**src/common/rcl_map.svh**
```systemverilog
/*
 * Register map, field positions, reset values and window constants of the
 * reference clock lock and rate meter block.
 * Assumes it is included by its bare name, once per compile unit.
 */
`ifndef RCL_MAP_SVH
`define RCL_MAP_SVH

// register subaddresses seen by the serial register port
`define RCL_ADDR_MODE_CTRL 8'h00
`define RCL_ADDR_ACQ_CTRL 8'h01
`define RCL_ADDR_MISC_STATUS 8'h02
`define RCL_ADDR_RESULT_HIGH 8'h03
`define RCL_ADDR_RESULT_MID 8'h04
`define RCL_ADDR_RESULT_LOW 8'h05

`define RCL_REG_W 8
`define RCL_REG_RESET 8'h00
`define RCL_RD_UNMAPPED 8'h00

// reference_mode_control fields
`define RCL_MODE_LOCK_REF_BIT 0
`define RCL_MODE_MEAS_BIT 1
`define RCL_MODE_RATIO_LSB 2
`define RCL_MODE_RATIO_MSB 5
`define RCL_MODE_RANGE_LSB 6
`define RCL_MODE_RANGE_MSB 7

// acquisition_control fields
`define RCL_ACQ_MEAS_RESTART_BIT 3
`define RCL_ACQ_RESTART_BIT 5

// misc status fields
`define RCL_MISC_DONE_BIT 2

// measurement result and gate window
`define RCL_RESULT_W 23
`define RCL_RESULT_HIGH_MSB 22
`define RCL_RESULT_HIGH_LSB 16
`define RCL_RESULT_MID_MSB 15
`define RCL_RESULT_MID_LSB 8
`define RCL_RESULT_LOW_MSB 7
`define RCL_RESULT_LOW_LSB 0
`define RCL_RANGE_W 2
`define RCL_RATIO_W 4
`define RCL_REF_CNT_W 18
`define RCL_WIN_BASE_LOG2 5'h0E
`define RCL_REF_CNT_ONE 18'h00001
`define RCL_RESULT_ONE 23'h000001

`endif

```
**src/common/rcl_pkg.sv**
```systemverilog
/*
 * Types shared by the reference clock lock and rate meter modules.
 * Assumes rcl_map.svh is on the include path.
 */
`include "rcl_map.svh"

package rcl_pkg;

    typedef enum logic [0:0] {
        RCL_MEAS_IDLE,
        RCL_MEAS_RUN
    } rcl_meas_e;

    typedef logic [`RCL_REG_W-1:0] rcl_reg_t;
    typedef logic [`RCL_RESULT_W-1:0] rcl_result_t;
    typedef logic [`RCL_RANGE_W-1:0] rcl_range_t;
    typedef logic [`RCL_RATIO_W-1:0] rcl_ratio_t;

    typedef struct packed {
        rcl_meas_e state;
        logic [`RCL_REF_CNT_W-1:0] ref_cnt;
        rcl_result_t rate_cnt;
        rcl_result_t result;
        logic done;
    } rcl_meter_s;

    typedef struct packed {
        rcl_reg_t mode_ctrl;
        rcl_reg_t acq_ctrl;
        rcl_reg_t rd_data;
        logic ref_prev;
        logic ref_rise;
        logic lock_lost_prev;
        logic acq_restart;
        logic meas_start;
    } rcl_top_s;

endpackage

```
**src/common/rcl_meas_if.sv**
```systemverilog
/*
 * Carrier between the control block and the rate meter.
 * Assumes both ends share one clock; pulses last one cycle.
 */
`timescale 1ns/1ps

interface rcl_meas_if;
    import rcl_pkg::*;

    logic start;
    logic enable;
    rcl_range_t range;
    logic ref_rise;
    logic rate_tick;
    logic done;
    rcl_result_t result;

    modport ctl (
        output start,
        output enable,
        output range,
        output ref_rise,
        output rate_tick,
        input done,
        input result
    );

    modport meter (
        input start,
        input enable,
        input range,
        input ref_rise,
        input rate_tick,
        output done,
        output result
    );
endinterface

```
**src/rtl/rcl_rate_meter.sv**
```systemverilog
/*
 * Fine rate meter: counts recovered-rate ticks over a gate of
 * 2^(14+range) reference rising edges, then latches the count.
 * Assumes start, ref_rise and rate_tick are single-cycle pulses on clk.
 */
`timescale 1ns/1ps
`include "rcl_map.svh"

module rcl_rate_meter (
    // clock and reset
    input wire logic clk,
    input wire logic reset,
    // control side
    rcl_meas_if.meter mif
);
    import rcl_pkg::*;

    rcl_meter_s state_ff;
    rcl_meter_s nxt_state;
    logic [`RCL_REF_CNT_W-1:0] win_last;

    ////////////////////////////////////////////////////////////////////////////
    always_comb begin
        // gate length tracks the range field so the result scales by 2^(14+range)
        win_last = (`RCL_REF_CNT_ONE << (`RCL_WIN_BASE_LOG2 + 5'(mif.range))) - `RCL_REF_CNT_ONE;
        nxt_state = state_ff;
        if (mif.start) begin
            nxt_state.done = 1'b0;
            nxt_state.ref_cnt = '0;
            nxt_state.rate_cnt = '0;
            nxt_state.state = mif.enable ? RCL_MEAS_RUN : RCL_MEAS_IDLE;
        end else begin
            case (state_ff.state)
                RCL_MEAS_IDLE: begin
                    nxt_state.state = RCL_MEAS_IDLE;
                end
                RCL_MEAS_RUN: begin
                    // saturate rather than wrap so an overrange shows as all ones
                    if (mif.rate_tick && (state_ff.rate_cnt != '1)) begin
                        nxt_state.rate_cnt = state_ff.rate_cnt + `RCL_RESULT_ONE;
                    end
                    if (!mif.enable) begin
                        nxt_state.state = RCL_MEAS_IDLE;
                    end else if (mif.ref_rise) begin
                        if (state_ff.ref_cnt == win_last) begin
                            // a whole count of ticks; besides the reference's own error, the gate start is not aligned to a reference edge, so one count of slack remains
                            nxt_state.result = nxt_state.rate_cnt;
                            nxt_state.done = 1'b1;
                            nxt_state.state = RCL_MEAS_IDLE;
                        end else begin
                            nxt_state.ref_cnt = state_ff.ref_cnt + `RCL_REF_CNT_ONE;
                        end
                    end
                end
                default: begin
                    nxt_state.state = RCL_MEAS_IDLE;
                end
            endcase
        end
    end

    always_ff @(posedge clk) begin
        if (reset) begin
            state_ff <= '{state: RCL_MEAS_IDLE, ref_cnt: '0, rate_cnt: '0, result: '0, done: 1'b0};
        end else begin
            state_ff <= nxt_state;
        end
    end

    assign mif.done = state_ff.done;
    assign mif.result = state_ff.result;
endmodule

```
**src/rtl/rcl_ref_clock_in_ctrl.sv**
```systemverilog
/*
 * Reference clock control: lock-to-reference configuration, acquisition
 * restart generation and the fine data-rate measurement registers.
 * Assumes a register port from the serial slave (one write strobe, address,
 * write data, registered read data) and inputs synchronous to clk; the
 * reference is sampled, so it must be well below half the clk rate.
 */
`timescale 1ns/1ps
`include "rcl_map.svh"

module rcl_ref_clock_in_ctrl (
    // clock and reset
    input wire logic clk,
    input wire logic reset,
    // register port from the serial slave
    input wire logic reg_wr_en,
    input wire logic [`RCL_REG_W-1:0] reg_addr,
    input wire rcl_pkg::rcl_reg_t reg_wr_data,
    output logic [`RCL_REG_W-1:0] reg_rd_data,
    // reference and recovered-rate inputs
    input wire logic ref_clock_in,
    input wire logic rate_tick,
    input wire logic lock_lost,
    // to the recovery loops
    output logic lock_to_reference_mode,
    output rcl_pkg::rcl_range_t ref_range,
    output rcl_pkg::rcl_ratio_t ref_ratio_field,
    output logic acq_restart
);
    import rcl_pkg::*;

    rcl_top_s state_ff;
    rcl_top_s nxt_state;
    rcl_reg_t mode_wr;
    rcl_reg_t acq_wr;
    logic wr_mode;
    logic wr_acq;
    rcl_result_t rate_result;
    logic meas_done;
    // stored and incoming values of the bits whose edges start things
    logic lock_en_old;
    logic lock_en_new;
    logic restart_bit_old;
    logic restart_bit_new;
    logic meas_bit_old;
    logic meas_bit_new;
    logic lock_lost_rise;
    // one term per acquisition restart source, plus the measurement start
    logic restart_by_bit;
    logic restart_by_enable;
    logic restart_by_lock;
    logic meas_restart;
    // read-back bytes of the rate result
    rcl_reg_t result_high_byte;
    rcl_reg_t result_mid_byte;
    rcl_reg_t result_low_byte;

    rcl_meas_if mif ();

    ////////////////////////////////////////////////////////////////////////////
    rcl_rate_meter u_meter (
        .clk(clk),
        .reset(reset),
        .mif(mif.meter)
    );

    assign mif.start = state_ff.meas_start;
    assign mif.enable = state_ff.mode_ctrl[`RCL_MODE_MEAS_BIT];
    assign mif.range = state_ff.mode_ctrl[`RCL_MODE_RANGE_MSB:`RCL_MODE_RANGE_LSB];
    assign mif.ref_rise = state_ff.ref_rise;
    assign mif.rate_tick = rate_tick;
    assign rate_result = mif.result;
    assign meas_done = mif.done;

    ////////////////////////////////////////////////////////////////////////////
    assign wr_mode = reg_wr_en && (reg_addr == `RCL_ADDR_MODE_CTRL);
    assign wr_acq = reg_wr_en && (reg_addr == `RCL_ADDR_ACQ_CTRL);

    // edges are judged between the stored byte and the byte being written,
    // so a host that rewrites the same value starts nothing
    assign lock_en_old = state_ff.mode_ctrl[`RCL_MODE_LOCK_REF_BIT];
    assign lock_en_new = reg_wr_data[`RCL_MODE_LOCK_REF_BIT];
    assign restart_bit_old = state_ff.acq_ctrl[`RCL_ACQ_RESTART_BIT];
    assign restart_bit_new = reg_wr_data[`RCL_ACQ_RESTART_BIT];
    assign meas_bit_old = state_ff.acq_ctrl[`RCL_ACQ_MEAS_RESTART_BIT];
    assign meas_bit_new = reg_wr_data[`RCL_ACQ_MEAS_RESTART_BIT];
    assign lock_lost_rise = lock_lost && !state_ff.lock_lost_prev;

    assign restart_by_bit = wr_acq && restart_bit_old && !restart_bit_new;
    assign restart_by_enable = wr_mode && !lock_en_old && lock_en_new;
    // only in reference mode; otherwise the free-running loops reacquire by themselves
    assign restart_by_lock = lock_en_old && lock_lost_rise;
    assign meas_restart = wr_acq && meas_bit_old && !meas_bit_new;

    // the high byte carries seven result bits; its top bit reads zero
    assign result_high_byte = {1'b0, rate_result[`RCL_RESULT_HIGH_MSB:`RCL_RESULT_HIGH_LSB]};
    assign result_mid_byte = rate_result[`RCL_RESULT_MID_MSB:`RCL_RESULT_MID_LSB];
    assign result_low_byte = rate_result[`RCL_RESULT_LOW_MSB:`RCL_RESULT_LOW_LSB];

    ////////////////////////////////////////////////////////////////////////////
    always_comb begin
        mode_wr = wr_mode ? reg_wr_data : state_ff.mode_ctrl;
        acq_wr = wr_acq ? reg_wr_data : state_ff.acq_ctrl;
        nxt_state = state_ff;
        nxt_state.mode_ctrl = mode_wr;
        nxt_state.acq_ctrl = acq_wr;

        // sampled reference edge feeds the gate counter
        nxt_state.ref_prev = ref_clock_in;
        nxt_state.ref_rise = ref_clock_in && !state_ff.ref_prev;
        nxt_state.lock_lost_prev = lock_lost;

        // the measure enable is deliberately not a source so measuring leaves acquisition alone;
        // coinciding sources merge into one pulse
        nxt_state.acq_restart = restart_by_bit || restart_by_enable || restart_by_lock;
        nxt_state.meas_start = meas_restart;

        case (reg_addr)
            `RCL_ADDR_MODE_CTRL: begin
                nxt_state.rd_data = state_ff.mode_ctrl;
            end
            `RCL_ADDR_ACQ_CTRL: begin
                nxt_state.rd_data = state_ff.acq_ctrl;
            end
            `RCL_ADDR_MISC_STATUS: begin
                nxt_state.rd_data = `RCL_REG_RESET;
                nxt_state.rd_data[`RCL_MISC_DONE_BIT] = meas_done;
            end
            `RCL_ADDR_RESULT_HIGH: begin
                nxt_state.rd_data = result_high_byte;
            end
            `RCL_ADDR_RESULT_MID: begin
                nxt_state.rd_data = result_mid_byte;
            end
            `RCL_ADDR_RESULT_LOW: begin
                nxt_state.rd_data = result_low_byte;
            end
            default: begin
                nxt_state.rd_data = `RCL_RD_UNMAPPED;
            end
        endcase
    end

    always_ff @(posedge clk) begin
        if (reset) begin
            state_ff <= '{
                mode_ctrl: `RCL_REG_RESET,
                acq_ctrl: `RCL_REG_RESET,
                rd_data: `RCL_REG_RESET,
                ref_prev: 1'b0,
                ref_rise: 1'b0,
                lock_lost_prev: 1'b0,
                acq_restart: 1'b0,
                meas_start: 1'b0
            };
        end else begin
            state_ff <= nxt_state;
        end
    end

    ////////////////////////////////////////////////////////////////////////////
    // outputs are flop bits of the state; the analog loop applies 2^ratio / 2^range
    assign reg_rd_data = state_ff.rd_data;
    assign lock_to_reference_mode = state_ff.mode_ctrl[`RCL_MODE_LOCK_REF_BIT];
    assign ref_range = state_ff.mode_ctrl[`RCL_MODE_RANGE_MSB:`RCL_MODE_RANGE_LSB];
    assign ref_ratio_field = state_ff.mode_ctrl[`RCL_MODE_RATIO_MSB:`RCL_MODE_RATIO_LSB];
    assign acq_restart = state_ff.acq_restart;
endmodule

```
**config.mk**
```make
export PLATFORM = sky130hd
export DESIGN_NAME = rcl_ref_clock_in_ctrl
export DESIGN_NICKNAME = d
export VERILOG_FILES = /design/src/common/rcl_pkg.sv /design/src/common/rcl_meas_if.sv /design/src/rtl/rcl_rate_meter.sv /design/src/rtl/rcl_ref_clock_in_ctrl.sv
export VERILOG_INCLUDE_DIRS = /design/src /design/src/common
export SDC_FILE = /design/constraint.sdc
export NUM_CORES = 1
export LEC_CHECK = 0
export CAP_MARGIN = 30
export CORE_AREA = 10 10 104 142
export DETAILED_ROUTE_END_ITERATION = 16
export DIE_AREA = 0 0 114 152
export DONT_BUFFER_PORTS = 1
export PLACE_DENSITY_LB_ADDON = 0.2
export SLEW_MARGIN = 30
export SYNTH_ARGS = -nofsm -noshare
export SYNTH_HDL_FRONTEND = slang
export SYNTH_HIERARCHICAL = 1
export SYNTH_SLANG_ARGS = --single-unit
```
**constraint.sdc**
```tcl
create_clock -name clk -period 2.7 [get_ports clk]
set_clock_uncertainty 0.1 [all_clocks]
set_input_delay 0.405 -clock clk [delete_from_list [all_inputs] [get_ports clk]]
set_output_delay 0.405 -clock clk [all_outputs]
set_load 0.01 [all_outputs]
```
==> metrics.txt <==
status=finished clean; Synth top area share=0.356; Core Util, Final=0.453; Clock Tree Buf Depth=2; largest cells by area after synthesis=dfxtp_1, a21oi_1, buf_4; register share of total power=0.495; Post-Syn Nets=636; final hold viol count=0; gr usage total=0.156; CP Capture Type=flop; Critical-path top delay cell=or4_4; Combinational Power Share=0.019; Worst-Margin Slew=875 ps; DRC viols=0; Sw Pwr=581 uW; root buffer selected by CTS=clkbuf_16; Antenna Cells=0; post-synthesis compound-gate area fraction=0.215; PD cells=511 mW/mm^2; Max-slew headroom=0.414; P_int=2.26 mW; Fmax achieved=430 MHz; Critical Path Fanout Max=26; fin crit period=2330 ps; Clock transition at path regs=70 ps; TNS Setup=0 ps; Seq/Total Area, Yosys=0.356; Buffers on Ports=0; GP Congestion=0.916; I/O pin count=38; DRT Pass-1 Iters=4; fill count=1196; clk sinks=95; final slew viol count=0; Peak VDD IR=265 uV; adder-cell share of the synthesized area=0.00469; final setup violation count=0; RSZ-0062 raised after global routing=false; Syn. warnings=6; Leakage=1.77 nW; Crit path required time=2820 ps; MaxCap Viol Count=0; vias in the first global route=4240; Simple-Gate Fraction of Synth Area=0.226; post-CTS setup buffers=0; Post-synth ARST share=0; clock network power share=0.486; Max stage delay on crit path=590 ps; worst-skew pair later-pin latency=350 ps; post-synthesis mux area share=0.0453; HP Class=in2reg; critical path type=reg2reg; post-CTS sizing=0; register area=0.00190 mm^2; most area-hungry cell type in the Yosys netlist=dfxtp_1; die area=0.0173 mm^2; ANT nets after route=0; dpl hpwl=10100 um; Vert. Die Dim=152 um; Top FF cell, synth=dfxtp_1; Routed WL=13600 um; startpoint class of the critical path=flop; die width=114 um; drt via density=6.02; antenna violations before repair=0; Area Overhead vs Synth=4.06%; xor-xnor portion of the synthesized cell area=0.0476; largest net degree at the start of global routing=37; hold buffer count at cts=0; Tcrit/Tclk final=0.861; number of synthesized flops with an enable pin=0; via count of the routed design=4358; CTS tree=done; main combinational cell family by area after synthesis=simple AND/OR/NAND/NOR gates; Yosys cell types=69; average wire per standard cell=18.8 um; Initial Utilization=0.435; syn avg cell area=8.72 um^2; Mapped Area=0.00534 mm^2; footprint of the multi-input gates=0.00288 mm^2; fraction of layout cells with a size suffix above 1=0.150; sw frac=0.205; first-pass GRT wire length=22300 um; CP arrival=2450 ps; initial DRC count=370; CP Cell Sequence=nand4_4 -> or4_4 -> a2111oi_4 -> buf_12 -> and4bb_2 -> a311oi_1; post-synthesis register bit count=95; Mapped Cells=612; Final nets=593; GRT overflow=0; Rows=48; Core ar.=0.0123 mm^2; CTS Buf Count=9; H-tree depth=3
-- cell usage after synthesis, types with 13 or more instances --
cell type / count
a21oi_1: 67
buf_4: 38
clkbuf_1: 23
dfxtp_1: 95
nand2_1: 28
nand3_1: 27
nand4_1: 36
nor2_1: 36
o21ai_0: 31
o31ai_1: 15
or3_1: 13
xnor2_1: 15
xor2_1: 14
-- worst max-delay path, delay by kind of cell, from the launching register on --
kind	cells	cell delay, ps
simple gates	3	1000
flops	1	440
compound gates	2	430
buf+inv	1	210
-- registers in the layout, indices dropped and copies added (netlist names) --
signal                  cells
ref_ratio_field             4
restart_bit_old             1
u_meter/state_ff           42
ref_range                   2
state_ff                    8
mif.enable                  1
mif.ref_rise                1
u_meter/mif.result         23
mif.start                   1
acq_restart                 1
reg_rd_data                 8
meas_bit_old                1
lock_to_reference_mode      1
u_meter/mif.done            1
-- final timing paths --
| path | cells after the start | startpoint | slack (ps) | endpoint |
|---|---|---|---|---|
| worst min register to register | 1 | state_ff[4] | 290 | mif.ref_rise |
| worst max-delay path | 6 | u_meter/state_ff[53] | 370 | u_meter/mif.result[8] |
| worst max register to register | 6 | u_meter/state_ff[53] | 370 | u_meter/mif.result[8] |
| worst min-delay path | 1 | reset | 30 | u_meter/mif.result[12] |
-- per-stage QoR --
| step | worst slack [ps] | std cells | area, um^2 | power, mW | hold WS, ps |
|---|---|---|---|---|---|
| 6_report | 375 | 724 | 5550 | 2.84 | 33.5 |
| 5_1_grt | 270 | 724 | 5550 | 2.93 | 24.2 |
| 4_1_cts | 386 | 724 | 5550 | 2.87 | 25.7 |
| 3_5_place_dp | 403 | 708 | 5230 | 1.49 | 283 |
| 3_3_place_gp | 453 | 708 | 5230 | 1.49 | 275 |
| 2_1_floorplan | 524 | 612 | 5340 | 1.50 | 267 |
-- area by class of cell --
class,instances,area share
well taps,150,0.0338
inverters,7,0.00473
flip-flops and latches,95,0.343
multi-input cells,427,0.519
clock inverters,5,0.0146
clock buffers,11,0.0437
repair buffers,29,0.0415
-- metal layers --
| metal | up-vias | GRT usage | share of wire | wire length (um) |
|---|---|---|---|---|
| li1 | 2155 | - | - | - |
| met1 | 2118 | 0.185 | 0.42 | 5710 |
| met2 | 69 | 0.264 | 0.52 | 7080 |
| met3 | 16 | 0.0292 | 0.041 | 554 |
| met4 | 0 | 0.0664 | 0.020 | 273 |
| met5 | - | 0 | 0 | 0 |
-- logic make-up after synthesis --
| family | after synthesis |
|---|---|
| simple gates | 206 |
| compound gates | 171 |
| flops | 95 |
| buf+inv | 90 |
| xor+xnor | 29 |
| mux | 19 |
| fa+ha+maj | 2 |
-- power groups by stage --
stage	registers (mW)	logic [mW]	clock network, mW
2_1_floorplan	1.44	0.0687	0
3_3_place_gp	1.44	0.0540	0
3_5_place_dp	1.44	0.0547	0
4_1_cts	1.40	0.0549	1.41
5_1_grt	1.40	0.0587	1.47
6_report	1.40	0.0544	1.38
-- layout by cell type (no fill, tap or decap), types with 13 or more instances in the layout --
cell / count
or3_1: 13
o21ai_0: 31
o31ai_1: 15
xnor2_1: 15
xor2_1: 14
buf_4: 28
dfxtp_1: 95
nor2_1: 36
nand3_1: 27
a21oi_1: 67
nand4_1: 36
nand2_1: 28
Power figures use the tool's default switching activity.
